File: src/hw/cdrp_pkg.sv
// package: constants and types of the codec direct register port
package cdrp_pkg;
  // direct register selects
  localparam logic [1:0] REG_INDEX_CONTROL  = 2'h0;
  localparam logic [1:0] REG_INDEXED_WINDOW = 2'h1;
  localparam logic [1:0] REG_STATUS_FLAGS   = 2'h2;
  localparam logic [1:0] REG_PIO_DATA       = 2'h3;
  // index_control fields
  localparam int         IDX_INIT_BIT       = 7;
  localparam int         IDX_MCE_BIT        = 6;
  localparam int         IDX_TRD_BIT        = 5;
  localparam logic [7:0] INDEX_RESET_VALUE  = 8'h40;
  localparam logic [7:0] INIT_READ_VALUE    = 8'h80;
  // indirect register numbers that matter here
  localparam logic [3:0] IND_LEFT_OUT       = 4'h6;
  localparam logic [3:0] IND_RIGHT_OUT      = 4'h7;
  localparam logic [3:0] IND_CLK_FORMAT     = 4'h8;
  localparam logic [3:0] IND_IFACE_CFG      = 4'h9;
  localparam logic [3:0] IND_PIN_CTRL       = 4'hA;
  localparam logic [3:0] IND_TEST_INIT      = 4'hB;
  localparam int         NUM_INDIRECT       = 16;
  // indirect field positions
  localparam int         PEN_BIT            = 0;
  localparam int         CEN_BIT            = 1;
  localparam int         MUTE_BIT           = 7;
  localparam int         IEN_BIT            = 1;
  localparam int         ACI_BIT            = 5;
  localparam logic [7:0] ENABLE_MASK        = 8'h03;
  // status_flags fields
  localparam int         ST_INT_BIT         = 0;
  localparam int         ST_PLAY_READY_FLAG_BIT        = 1;
  localparam int         ST_PLR_BIT         = 2;
  // timing in sample periods, and the DAC midscale code
  localparam int         SETTLE_SAMPLES     = 128;
  localparam logic [7:0] SETTLE_COUNT       = 8'(SETTLE_SAMPLES);
  localparam logic [15:0] MIDSCALE          = 16'h0000;

  typedef struct packed {
    logic       rd;
    logic       wr;
    logic [1:0] host_reg_select;
    logic [7:0] wdata;
  } cdrp_host_s;

  typedef struct packed {
    logic play_dma_request;
    logic capture_dma_request;
    logic counter_decrement;
    logic left_dac_mute;
    logic right_dac_mute;
    logic adc_mute;
  } cdrp_ctl_s;
endpackage

File: src/hw/cdrp_top.sv
// direct register port of the stereo codec: index, indexed window and status
// Summary of operation
// - four-bit read/write index pointer selects the indirect register reached via window
// - hold bit clear: requests follow enables, counter decrements each sample if enabled
// - hold bit set: request only while enabled and interrupt flag is 0 or a transfer is pending
// - on hold, pending requests finish, then DACs get midscale, ADC keeps last
// - clearing interrupt flag or hold bit resumes requests for enabled directions
// - counter stops while both hold bit and interrupt flag are one
// - format and interface registers locked unless unlock set, except enable bits
// - DACs muted while unlock set, then follow left and right mute bits
// - after unlock exit all converters muted for 128 samples, still running
// - every unlock exit sets calibration flag for the settling interval
// - read-only initialization flag in index bit 7 while bus cannot respond
// - index register reads 40h after reset and after initialization ends
// - during initialization index writes ignored and reads return 80h
// - window reads and writes reach the selected eight-bit indirect register
// - during initialization window writes ignored and reads return 80h
// - interrupt flag is the only sticky bit, others refresh each sample
// - two-bit host select picks direct register; 3 is PIO data
`timescale 1ns/1ps
`default_nettype none
module cdrp_top #(
  parameter int SETTLE_SAMPLES_P = cdrp_pkg::SETTLE_SAMPLES
) (
  input  wire logic                sys_clk,
  input  wire logic                reset_n,
  input  wire cdrp_pkg::cdrp_host_s host_req,
  input  wire logic                init_active,
  input  wire logic                sample_tick,
  input  wire logic                irq_event,
  input  wire logic                play_pending,
  input  wire logic                capture_pending,
  input  wire logic                play_sample_stale,
  input  wire logic                play_next_is_left,
  output logic [7:0]               host_rdata,
  output cdrp_pkg::cdrp_ctl_s      ctl,
  output logic                     irq_pin,
  output logic                     dac_midscale,
  output logic                     adc_hold_last,
  output logic                     calib_in_progress,
  output logic                     pio_play_write,
  output logic                     pio_capture_read
);

  // --------------------------------------------------------------------------
  // register state
  // --------------------------------------------------------------------------
  logic [3:0]  index_pointer_reg,     index_pointer_next;
  logic        hold_reg,              hold_next;
  logic        unlock_reg,            unlock_next;
  logic        irq_flag_reg,          irq_flag_next;
  logic        play_ready_flag_reg,              play_ready_flag_next;
  logic        plr_reg,               plr_next;
  logic [7:0]  settle_reg,            settle_next;
  logic        calib_reg,             calib_next;
  logic        init_seen_reg,         init_seen_next;
  logic [7:0]  rdata_reg,             rdata_next;
  cdrp_pkg::cdrp_ctl_s ctl_reg,       ctl_next;
  logic        irq_pin_reg,           irq_pin_next;
  logic        midscale_reg,          midscale_next;
  logic        adc_hold_reg,          adc_hold_next;
  logic        pwr_reg,               pwr_next;
  logic        crd_reg,               crd_next;
  logic [7:0]  indirect_reg [cdrp_pkg::NUM_INDIRECT];
  logic [7:0]  indirect_next [cdrp_pkg::NUM_INDIRECT];

  function automatic logic is_locked(input logic [3:0] idx);
    is_locked = (idx == cdrp_pkg::IND_CLK_FORMAT) || (idx == cdrp_pkg::IND_IFACE_CFG);
  endfunction

  logic        wr_access;
  logic        rd_access;
  logic        play_en;
  logic        cap_en;
  logic        xfer_held;
  logic        settling;
  logic [7:0]  index_view;
  logic [7:0]  status_view;
  logic [7:0]  window_view;

  // --------------------------------------------------------------------------
  // next state
  // --------------------------------------------------------------------------
  always_comb begin
    wr_access = host_req.wr;
    rd_access = host_req.rd;
    play_en   = indirect_reg[cdrp_pkg::IND_IFACE_CFG][cdrp_pkg::PEN_BIT];
    cap_en    = indirect_reg[cdrp_pkg::IND_IFACE_CFG][cdrp_pkg::CEN_BIT];
    xfer_held = hold_reg && irq_flag_reg;
    settling  = (settle_reg != 8'h00);

    index_pointer_next = index_pointer_reg;
    hold_next          = hold_reg;
    unlock_next        = unlock_reg;
    irq_flag_next      = irq_flag_reg;
    settle_next        = settle_reg;
    calib_next         = settling;
    init_seen_next     = init_active;
    for (int i = 0; i < cdrp_pkg::NUM_INDIRECT; i++) begin
      indirect_next[i] = indirect_reg[i];
    end

    // leaving initialization restores the power-up index value
    if (init_seen_reg && !init_active) begin
      index_pointer_next = cdrp_pkg::INDEX_RESET_VALUE[3:0];
      hold_next          = cdrp_pkg::INDEX_RESET_VALUE[cdrp_pkg::IDX_TRD_BIT];
      unlock_next        = cdrp_pkg::INDEX_RESET_VALUE[cdrp_pkg::IDX_MCE_BIT];
    end

    // decrement first so that a fresh load below wins on a tick
    if (sample_tick && settling) begin
      settle_next = settle_reg - 8'h01;
    end

    // a status write clears the flag even during initialization
    if (wr_access && host_req.host_reg_select == cdrp_pkg::REG_STATUS_FLAGS) begin
      irq_flag_next = 1'b0;
    end

    if (wr_access && !init_active) begin
      unique case (host_req.host_reg_select)
        cdrp_pkg::REG_INDEX_CONTROL: begin
          index_pointer_next = host_req.wdata[3:0];
          hold_next          = host_req.wdata[cdrp_pkg::IDX_TRD_BIT];
          unlock_next        = host_req.wdata[cdrp_pkg::IDX_MCE_BIT];
          // unlock falling starts settling and calibration
          if (unlock_reg && !host_req.wdata[cdrp_pkg::IDX_MCE_BIT]) begin
            settle_next = 8'(SETTLE_SAMPLES_P);
          end
        end
        cdrp_pkg::REG_INDEXED_WINDOW: begin
          if (!is_locked(index_pointer_reg) || unlock_reg) begin
            indirect_next[index_pointer_reg] = host_req.wdata;
          end else if (index_pointer_reg == cdrp_pkg::IND_IFACE_CFG) begin
            indirect_next[index_pointer_reg] =
              (indirect_reg[index_pointer_reg] & ~cdrp_pkg::ENABLE_MASK) |
              (host_req.wdata & cdrp_pkg::ENABLE_MASK);
          end
        end
        cdrp_pkg::REG_STATUS_FLAGS: begin
        end
        cdrp_pkg::REG_PIO_DATA: begin
        end
      endcase
    end

    // set wins over the clear of the same cycle
    if (irq_event) begin
      irq_flag_next = 1'b1;
    end

  end

  // --------------------------------------------------------------------------
  // outputs and read data
  // --------------------------------------------------------------------------
  always_comb begin
    index_view = {1'b0, unlock_reg, hold_reg, 1'b0, index_pointer_reg};
    status_view = 8'h00;
    status_view[cdrp_pkg::ST_INT_BIT]  = irq_pin_reg;
    status_view[cdrp_pkg::ST_PLAY_READY_FLAG_BIT] = play_ready_flag_reg;
    status_view[cdrp_pkg::ST_PLR_BIT]  = plr_reg;
    window_view = indirect_reg[index_pointer_reg];
    if (index_pointer_reg == cdrp_pkg::IND_TEST_INIT) begin
      window_view[cdrp_pkg::ACI_BIT] = calib_reg;
    end

    // status bits other than the interrupt refresh once per sample
    play_ready_flag_next = sample_tick ? play_sample_stale : play_ready_flag_reg;
    plr_next  = sample_tick ? play_next_is_left : plr_reg;

    rdata_next = rdata_reg;
    if (rd_access) begin
      if (init_active && host_req.host_reg_select != cdrp_pkg::REG_STATUS_FLAGS) begin
        rdata_next = cdrp_pkg::INIT_READ_VALUE;
      end else begin
        unique case (host_req.host_reg_select)
          cdrp_pkg::REG_INDEX_CONTROL:  rdata_next = index_view;
          cdrp_pkg::REG_INDEXED_WINDOW: rdata_next = window_view;
          cdrp_pkg::REG_STATUS_FLAGS:   rdata_next = status_view;
          cdrp_pkg::REG_PIO_DATA:       rdata_next = rdata_reg;
        endcase
      end
    end

    // a pending request finishes even once transfers become held
    ctl_next.play_dma_request    = play_en && (!xfer_held || play_pending);
    ctl_next.capture_dma_request = cap_en && (!xfer_held || capture_pending);
    ctl_next.counter_decrement   = sample_tick && (play_en || cap_en) && !xfer_held;
    ctl_next.left_dac_mute  = unlock_reg || settling ||
                              indirect_reg[cdrp_pkg::IND_LEFT_OUT][cdrp_pkg::MUTE_BIT];
    ctl_next.right_dac_mute = unlock_reg || settling ||
                              indirect_reg[cdrp_pkg::IND_RIGHT_OUT][cdrp_pkg::MUTE_BIT];
    ctl_next.adc_mute       = settling;
    irq_pin_next  = irq_flag_next &&
                    indirect_reg[cdrp_pkg::IND_PIN_CTRL][cdrp_pkg::IEN_BIT];
    midscale_next = xfer_held && !play_pending;
    adc_hold_next = xfer_held && !capture_pending;
    pwr_next = wr_access && !init_active && host_req.host_reg_select == cdrp_pkg::REG_PIO_DATA;
    crd_next = rd_access && !init_active && host_req.host_reg_select == cdrp_pkg::REG_PIO_DATA;
  end

  // --------------------------------------------------------------------------
  // registers
  // --------------------------------------------------------------------------
  always_ff @(posedge sys_clk or negedge reset_n) begin
    if (!reset_n) begin
      index_pointer_reg <= cdrp_pkg::INDEX_RESET_VALUE[3:0];
      hold_reg          <= cdrp_pkg::INDEX_RESET_VALUE[cdrp_pkg::IDX_TRD_BIT];
      unlock_reg        <= cdrp_pkg::INDEX_RESET_VALUE[cdrp_pkg::IDX_MCE_BIT];
      irq_flag_reg      <= 1'b0;
      play_ready_flag_reg          <= 1'b0;
      plr_reg           <= 1'b0;
      settle_reg        <= 8'h00;
      calib_reg         <= 1'b0;
      init_seen_reg     <= 1'b0;
      rdata_reg         <= 8'h00;
      ctl_reg           <= '0;
      irq_pin_reg       <= 1'b0;
      midscale_reg      <= 1'b0;
      adc_hold_reg      <= 1'b0;
      pwr_reg           <= 1'b0;
      crd_reg           <= 1'b0;
      for (int i = 0; i < cdrp_pkg::NUM_INDIRECT; i++) begin
        indirect_reg[i] <= 8'h00;
      end
    end else begin
      index_pointer_reg <= index_pointer_next;
      hold_reg          <= hold_next;
      unlock_reg        <= unlock_next;
      irq_flag_reg      <= irq_flag_next;
      play_ready_flag_reg          <= play_ready_flag_next;
      plr_reg           <= plr_next;
      settle_reg        <= settle_next;
      calib_reg         <= calib_next;
      init_seen_reg     <= init_seen_next;
      rdata_reg         <= rdata_next;
      ctl_reg           <= ctl_next;
      irq_pin_reg       <= irq_pin_next;
      midscale_reg      <= midscale_next;
      adc_hold_reg      <= adc_hold_next;
      pwr_reg           <= pwr_next;
      crd_reg           <= crd_next;
      for (int i = 0; i < cdrp_pkg::NUM_INDIRECT; i++) begin
        indirect_reg[i] <= indirect_next[i];
      end
    end
  end

  assign host_rdata        = rdata_reg;
  assign ctl               = ctl_reg;
  assign irq_pin           = irq_pin_reg;
  assign dac_midscale      = midscale_reg;
  assign adc_hold_last     = adc_hold_reg;
  assign calib_in_progress = calib_reg;
  assign pio_play_write    = pwr_reg;
  assign pio_capture_read  = crd_reg;

endmodule
`default_nettype wire

File: config.mk
export PLATFORM = sky130hd
export DESIGN_NAME = cdrp_top
export DESIGN_NICKNAME = d
export VERILOG_FILES = /design/src/hw/cdrp_pkg.sv /design/src/hw/cdrp_top.sv
export SDC_FILE = /design/constraint.sdc
export NUM_CORES = 1
export LEC_CHECK = 0
export ABC_AREA = 1
export BUFFER_PORTS_ARGS = -buffer_cell sky130_fd_sc_hd__buf_4
export CAP_MARGIN = 20
export CORE_ASPECT_RATIO = 1.25
export CORE_MARGIN = 5
export CORE_UTILIZATION = 28
export CTS_BUF_LIST = sky130_fd_sc_hd__clkbuf_4 sky130_fd_sc_hd__clkbuf_8
export DETAILED_ROUTE_END_ITERATION = 10
export GPL_ROUTABILITY_DRIVEN = 0
export GPL_TIMING_DRIVEN = 0
export PLACE_DENSITY = 0.43
export SYNTH_ARGS = -nofsm -noshare
export SYNTH_HDL_FRONTEND = slang
export SYNTH_SLANG_ARGS = --single-unit
export TNS_END_PERCENT = 10
File: constraint.sdc
create_clock -name sys_clk -period 4.4 [get_ports sys_clk]
set_input_delay 0.88 -clock sys_clk [delete_from_list [all_inputs] [get_ports sys_clk]]
set_output_delay 0.88 -clock sys_clk [all_outputs]
set_load 0.05 [all_outputs]
## After elaboration in Yosys (flattened, before gate mapping)

Cells that the tools add are included.

| operators by class | value |
|---|---|
| equal/unequal tests | 8 |
| magnitude comparators | 2 |
| reduce and logical (&&, ||, !) cells | 37 |
| bitwise gates (word level) | 2 |
| muxes and demuxes | 27 |
| add/subtract/negate cells | 1 |

Operators by type and width:

| operator | number |
|---|---|
| bitwise mux 128 bit | 2 |
| two-way mux 128 bit | 2 |
| two-way mux 8 bit | 8 |
| binary-select mux 8 bit (select 4 bit) | 1 |
| demux 8 bit (select 4 bit) | 1 |
| one-hot mux 8 bit (3 select lines) | 1 |
| logical AND 1 bit | 18 |
| equality test 4 bit, second input constant | 3 |
| two-way mux 4 bit | 3 |
| two-way mux 1 bit | 9 |
| logical OR 1 bit | 8 |
| OR 8 x 2 -> 8 bit | 1 |
| nonzero test 8 bit | 1 |
| subtractor 8 x 1 -> 8 bit, second input constant | 1 |
| zero test 1 bit | 6 |
| greater-or-equal comparator 5 bit, second input constant | 1 |
| less-than comparator 5 x 1 -> 1 bit, second input constant | 1 |
| inverter 4 -> 5 bit | 1 |
| equality test 2 bit, second input constant | 2 |
| inequality test 2 bit, second input constant | 2 |
| AND reduction 3 bit | 1 |
| equality test 2 x 1 -> 1 bit, second input constant | 1 |
| zero test 2 bit | 1 |
| AND reduction 2 bit | 1 |
| nonzero test 2 bit | 1 |

| storage, ports and cells | value |
|---|---|
| register bits | 165 |
| bits of input ports | 21 |

## Depth between registers and ports, before layout

| logic depth | value |
|---|---|
| depth after elaboration | 8 |
| depth in mapped cells | 15 |
| depth with buffers taken out | 13 |

## Worst setup path after synthesis

No wires, ideal clock.

| path | value |
|---|---|
| path type | input -> register |
| start point | in host_req[9] (netlist name) |
| end point | reg with a tool-made name |
| buffers on the path | 2 |
| library setup time | 0.133 ns |
| slack | 2.366 ns |
| arrival | 1.901 ns |
| stages on the path | 11 |
| data required time | 4.267 ns |
| cells stage by stage | inv_1 ha_1 inv_1 nor2_1 nand2_1 inv_2 buf_6 nand2_1 buf_4 nand2_1 o21ai_0 |

RTL lines:

| element | line | RTL |
|---|---|---|
| start: declaration | cdrp_top.sv:27 | `input wire cdrp_pkg::cdrp_host_s host_req,` |

## Final worst setup path

| path | value |
|---|---|
| start point | reg index_pointer_reg[0] |
| end point | reg indirect_reg[58] (netlist name) |

| between the ends | value |
|---|---|
| word-level cells in the longest chain between the ends | 8 |
| elaborated cells between the ends (all ways) | 21 |
| those cells by class | order compare (2); eq/ne (2); mux (9); bitwise (2); reduce/logical (6) |

RTL lines:

| element | line | RTL |
|---|---|---|
| start: declaration | cdrp_top.sv:48 | `logic [3:0] index_pointer_reg, index_pointer_next;` |
| start signal: assignment | cdrp_top.sv:208 | `index_pointer_reg <= cdrp_pkg::INDEX_RESET_VALUE[3:0];` |
| start signal: assignment | cdrp_top.sv:228 | `index_pointer_reg <= index_pointer_next;` |
| inverter 4 -> 5 bit | cdrp_top.sv:133, cdrp_top.sv:136 |  |
| greater-or-equal comparator 5 bit (implied by the code) (tied with other cells) | cdrp_top.sv:133, cdrp_top.sv:135 |  |
| logical AND 1 bit (implied by the code) or two-way mux 8 bit (tied branches) | cdrp_top.sv:133, cdrp_top.sv:135, cdrp_top.sv:136 |  |
| two-way mux 8 bit (on tied branches) | cdrp_top.sv:133, cdrp_top.sv:135, cdrp_top.sv:136 |  |
| demux 8 bit (select 4 bit) or OR 8 x 2 -> 8 bit (tied branches) | cdrp_top.sv:133, cdrp_top.sv:135, cdrp_top.sv:136 |  |
| bitwise mux 128 bit | cdrp_top.sv:135 | `indirect_next[index_pointer_reg] =` |
| two-way mux 128 bit | cdrp_top.sv:134 | `end else if (index_pointer_reg == cdrp_pkg::IND_IFACE_CFG) begin` |
| two-way mux 128 bit | cdrp_top.sv:132 | `if (!is_locked(index_pointer_reg) \|\| unlock_reg) begin` |
| end signal: indexed assignment | cdrp_top.sv:245 | `indirect_reg[i] <= indirect_next[i];` |
| end: declaration | cdrp_top.sv:64 | `logic [7:0] indirect_reg [cdrp_pkg::NUM_INDIRECT];` |

Several ways; a longest one is shown, not always the timed one. The select of a mux whose other input is x is not followed.
A chain may end at the register's enable or synchronous reset.

==> tab_implementation.tex <==
\begin{tabular}{lr}
\hline
Metric & Value \\
\hline
\multicolumn{2}{l}{\textbf{Run status}} \\
\quad Result of the run & completed \\
\multicolumn{2}{l}{\textbf{Detailed routing}} \\
\quad Vias after detailed routing & 6866 \\
\quad DRT Pass-1 Iters & 6 \\
\quad Number of vias per cell after detailed routing & 4.76 \\
\quad Avg WL per Cell & 18.6 um \\
\quad Metal-1 WL & 11700 um \\
\quad Highest routed layer & met4 \\
\quad Overall routed net length & 26800 um \\
\quad Number of DRC violations after detailed routing & 0 \\
\quad Routed length on met2 & 13100 um \\
\quad Count of nets left with antenna violations after detail routing & 0 \\
\quad Violation count after the first detailed-routing iteration & 580 \\
\quad Met3 WL post-DR & 1060 um \\
\multicolumn{2}{l}{\textbf{Pwr}} \\
\quad Switching power total & 1110 uW \\
\quad Power per unit of standard cell area & 399 nW/um2 \\
\quad Switching fraction of total power & 0.300 \\
\quad Combinational share of power & 0.160 \\
\quad Sequential share of power & 0.466 \\
\quad Leakage & 0.00467 uW \\
\quad IR Drop Worst-Case VDD & 0.000204 V \\
\quad Portion of total power attributed to the clock network & 0.374 \\
\quad Internal power component & 2580 uW \\
\multicolumn{2}{l}{\textbf{GRT}} \\
\quad Wire length of the first global-routing pass & 41600 um \\
\quad Antenna violations before repair & 0 \\
\quad Vias in the first global route & 6897 \\
\quad Grt total ovfl & 0 \\
\quad Total routing resource utilization after global routing & 0.173 \\
\quad Pin count of the biggest net entering global routing & 95 \\
\multicolumn{2}{l}{\textbf{Critical path}} \\
\quad Critical path class & flip-flop to flip-flop \\
\quad Register-to-register setup slack & 2090 ps \\
\quad Sort of element at the start of the critical path & flip-flop \\
\quad Crit path DAT & 2680 ps \\
\quad Maximum net fanout on the critical path & 10 \\
\quad Required time of the worst setup path & 4780 ps \\
\quad Element type at the critical path end & flip-flop \\
\multicolumn{2}{l}{\textbf{Logic synthesis}} \\
\quad Synthesized cell area & 8000 um2 \\
\quad FF+latch count, synth & 165 \\
\quad Number of different library cells in the post-synthesis netlist & 32 \\
\quad Top post-synthesis cells by area & sky130\_fd\_sc\_hd\_\_dfrtp\_1, sky130\_fd\_sc\_hd\_\_nand2\_1, sky130\_fd\_sc\_hd\_\_o21ai\_0 \\
\quad Largest area contributor in the synthesized netlist & sky130\_fd\_sc\_hd\_\_dfrtp\_1 \\
\quad Post-Syn Nets & 1047 \\
\quad Sequential element share of the synthesized area & 0.517 \\
\quad Post-Syn Instances & 1020 \\
\quad Area share of the largest cell type after synthesis & 0.513 \\
\quad Yosys warning total & 0 \\
\quad Average cell area after synthesis & 7.84 um2 \\
\multicolumn{2}{l}{\textbf{CTS}} \\
\quad Cts-stage hold buffer count & 0 \\
\quad Buffer cell driving the clock tree root & sky130\_fd\_sc\_hd\_\_clkbuf\_8 \\
\quad Clock buffer depth & 2 \\
\quad TritonCTS clock tree & built \\
\quad Total number of clock tree sinks & 165 \\
\quad Clock latency on the worst-skew pair & 470 ps \\
\quad Inserted Clock Buffers & 17 \\
\quad Number of H-tree levels & 4 \\
\quad Clock edge transition at the registers on the reported setup and hold paths & 100 ps \\
\quad Post-CTS setup buffers & 0 \\
\quad Number of instances resized during post-cts repair & 0 \\
\multicolumn{2}{l}{\textbf{Timing}} \\
\quad Max-Slew Margin vs Limit & 0.383 \\
\quad Worst slew pin tran & 925 ps \\
\quad Final TNS setup & 0 ps \\
\quad Total of endpoints with negative setup slack in the final report & 0 \\
\quad Post-route fraction of the period consumed by the critical path & 0.525 \\
\quad Min Tclk post-route & 2310 ps \\
\quad Final-report max-slew violation count & 0 \\
\quad Worst clock skew & 11.7 ps \\
\quad Setup repair after global routing missed its margin & no \\
\quad Maximum frequency from static timing analysis & 0.433 GHz \\
\quad Final hold violation count & 0 \\
\multicolumn{2}{l}{\textbf{Min path}} \\
\quad Worst hold-check path type & input pin to async pin \\
\multicolumn{2}{l}{\textbf{Placed design}} \\
\quad Port buffer count & 35 \\
\quad Post-DP Area & 8740 um2 \\
\quad Post-detail-place hpwl & 19300 um \\
\multicolumn{2}{l}{\textbf{Finish}} \\
\quad Synth-to-Final Area Change & 15.5\% \\
\quad Final nets & 1102 \\
\quad Post-route standard cell area excluding fillers & 9230 um2 \\
\quad Final antenna diode count & 0 \\
\quad Layout cell share with drive strength beyond 1 & 0.115 \\
\quad Final standard cell utilization of the core & 0.326 \\
\multicolumn{2}{l}{\textbf{Floorplanning}} \\
\quad DIE WIDTH & 161 um \\
\quad Boundary Pins & 41 \\
\quad Die Area & 32100 um2 \\
\quad Die Height & 199 um \\
\quad Number of standard-cell rows in the floorplan & 69 \\
\quad Effective utilization at floorplan & 0.282 \\
\quad Placeable Area & 28300 um2 \\
\multicolumn{2}{l}{\textbf{Run}} \\
\quad Number of max-capacitance violations reported & 0 \\
\hline
\end{tabular}
## critical path, stage by stage, from the launching register on
cell	delay, ps
sky130_fd_sc_hd__dfrtp_1	370
sky130_fd_sc_hd__buf_4	190
sky130_fd_sc_hd__inv_1	70
sky130_fd_sc_hd__clkbuf_1	480
sky130_fd_sc_hd__o21ai_0	250
sky130_fd_sc_hd__nand2_1	110
sky130_fd_sc_hd__nand2_1	60
sky130_fd_sc_hd__nand2_1	60
sky130_fd_sc_hd__nand2_1	90
sky130_fd_sc_hd__nor2_1	250
sky130_fd_sc_hd__nand2_1	110
sky130_fd_sc_hd__nand3_1	100
sky130_fd_sc_hd__nand2_1	50
## layer usage
metal / vias to the layer above / global-route usage
met3: 39 / 0.0296
met4: 0 / 0.0695
met2: 170 / 0.295
met1: 3290 / 0.218
met5: - / 0
li1: 3367 / -
## worst paths after layout
path,from,end,depth (start not counted)
worst min register to register,indirect_reg[77],indirect_reg[77],2
worst max-delay path,index_pointer_reg[0],indirect_reg[58],12
worst min-delay path,reset_n,indirect_reg[119],1
max in group asynchronous,reset_n,indirect_reg[14],2
min in group sys_clk,indirect_reg[77],indirect_reg[77],2
worst max register to register,index_pointer_reg[0],indirect_reg[58],12
## placed cells by master, fill, tap and decap left out, types with 9 or more instances in the layout
cell | netlist | final
sky130_fd_sc_hd__o31ai_1 | 37 | 37
sky130_fd_sc_hd__nand3_1 | 58 | 58
sky130_fd_sc_hd__nand2_1 | 415 | 415
sky130_fd_sc_hd__clkbuf_1 | 11 | 11
sky130_fd_sc_hd__buf_4 | 12 | 46
sky130_fd_sc_hd__dfrtp_1 | 164 | 164
sky130_fd_sc_hd__o21ai_0 | 96 | 96
sky130_fd_sc_hd__buf_2 | 18 | 18
sky130_fd_sc_hd__a21oi_1 | 21 | 21
sky130_fd_sc_hd__nor2_1 | 46 | 46
sky130_fd_sc_hd__inv_1 | 81 | 81
sky130_fd_sc_hd__clkbuf_8 | 0 | 18
sky130_fd_sc_hd__nand4_1 | 9 | 9
## logic make-up after synthesis
kind of cell | after synthesis | synth area share
AO/OA/AOI/OAI | 163 | 0.115
adder cells (fa/ha/maj) | 6 | 0.00939
multiplexers | 2 | 0.00282
buffers and inverters | 134 | 0.0734
AND/OR/NAND/NOR | 549 | 0.282
flip-flops | 165 | 0.517
XOR/XNOR | 1 | 0.00110
## layout make-up
| class | count | area [um2] |
|---|---|---|
| fill | 3075 | 19100 |
| sequential | 165 | 4130 |
| multi-input combinational | 721 | 3280 |
| tap | 355 | 444 |
| inverter | 89 | 334 |
| timing repair buffer | 36 | 298 |
| buffer | 45 | 253 |
| clock buffer | 18 | 248 |
| clock inverter | 14 | 248 |
## synthesized netlist by cell type
cell                       instances
sky130_fd_sc_hd__nand3_1          58
sky130_fd_sc_hd__nor2_2            7
sky130_fd_sc_hd__nor3_4            1
sky130_fd_sc_hd__dfstp_2           1
sky130_fd_sc_hd__o211ai_1          2
sky130_fd_sc_hd__nor3_1            4
sky130_fd_sc_hd__nand2_2           1
sky130_fd_sc_hd__clkbuf_2          1
sky130_fd_sc_hd__a21boi_0          1
sky130_fd_sc_hd__nand2_1         415
sky130_fd_sc_hd__o21ai_0          96
sky130_fd_sc_hd__buf_1             1
sky130_fd_sc_hd__nand4_1           9
sky130_fd_sc_hd__xor2_1            1
sky130_fd_sc_hd__nor2_1           46
sky130_fd_sc_hd__clkinv_1          4
sky130_fd_sc_hd__a31oi_1           2
sky130_fd_sc_hd__o31ai_1          37
sky130_fd_sc_hd__a21oi_1          21
sky130_fd_sc_hd__buf_4            12
sky130_fd_sc_hd__inv_2             4
sky130_fd_sc_hd__o21ai_1           3
sky130_fd_sc_hd__mux2_2            2
sky130_fd_sc_hd__ha_1              6
sky130_fd_sc_hd__inv_1            81
sky130_fd_sc_hd__buf_6             2
sky130_fd_sc_hd__clkbuf_1         11
sky130_fd_sc_hd__buf_2            18
sky130_fd_sc_hd__nor2_4            1
sky130_fd_sc_hd__o22ai_1           1
sky130_fd_sc_hd__dfrtp_1         164
sky130_fd_sc_hd__nand2_4           7
## through the flow
step / power [uW] / hold WS [ps] / setup WS, ps / cells
2_1_floorplan: 2110 / 442 / 2370 / 1020
3_3_place_gp: 2340 / 455 / 1280 / 1410
3_5_place_dp: 2340 / 461 / 1700 / 1411
4_1_cts: 3730 / 455 / 2100 / 1443
5_1_grt: 3870 / 474 / 1860 / 1443
6_report: 3680 / 450 / 2090 / 1443
## power by group through the flow
stage / combinational [uW] / clock, uW / sequential (uW)
after floorplan: 350 / 0 / 1760
after global placement: 593 / 0 / 1740
after detailed placement: 597 / 0 / 1740
after CTS: 598 / 1410 / 1720
after global routing: 667 / 1480 / 1730
final: 589 / 1380 / 1710
No activity file was read; power rests on OpenSTA's default activity.
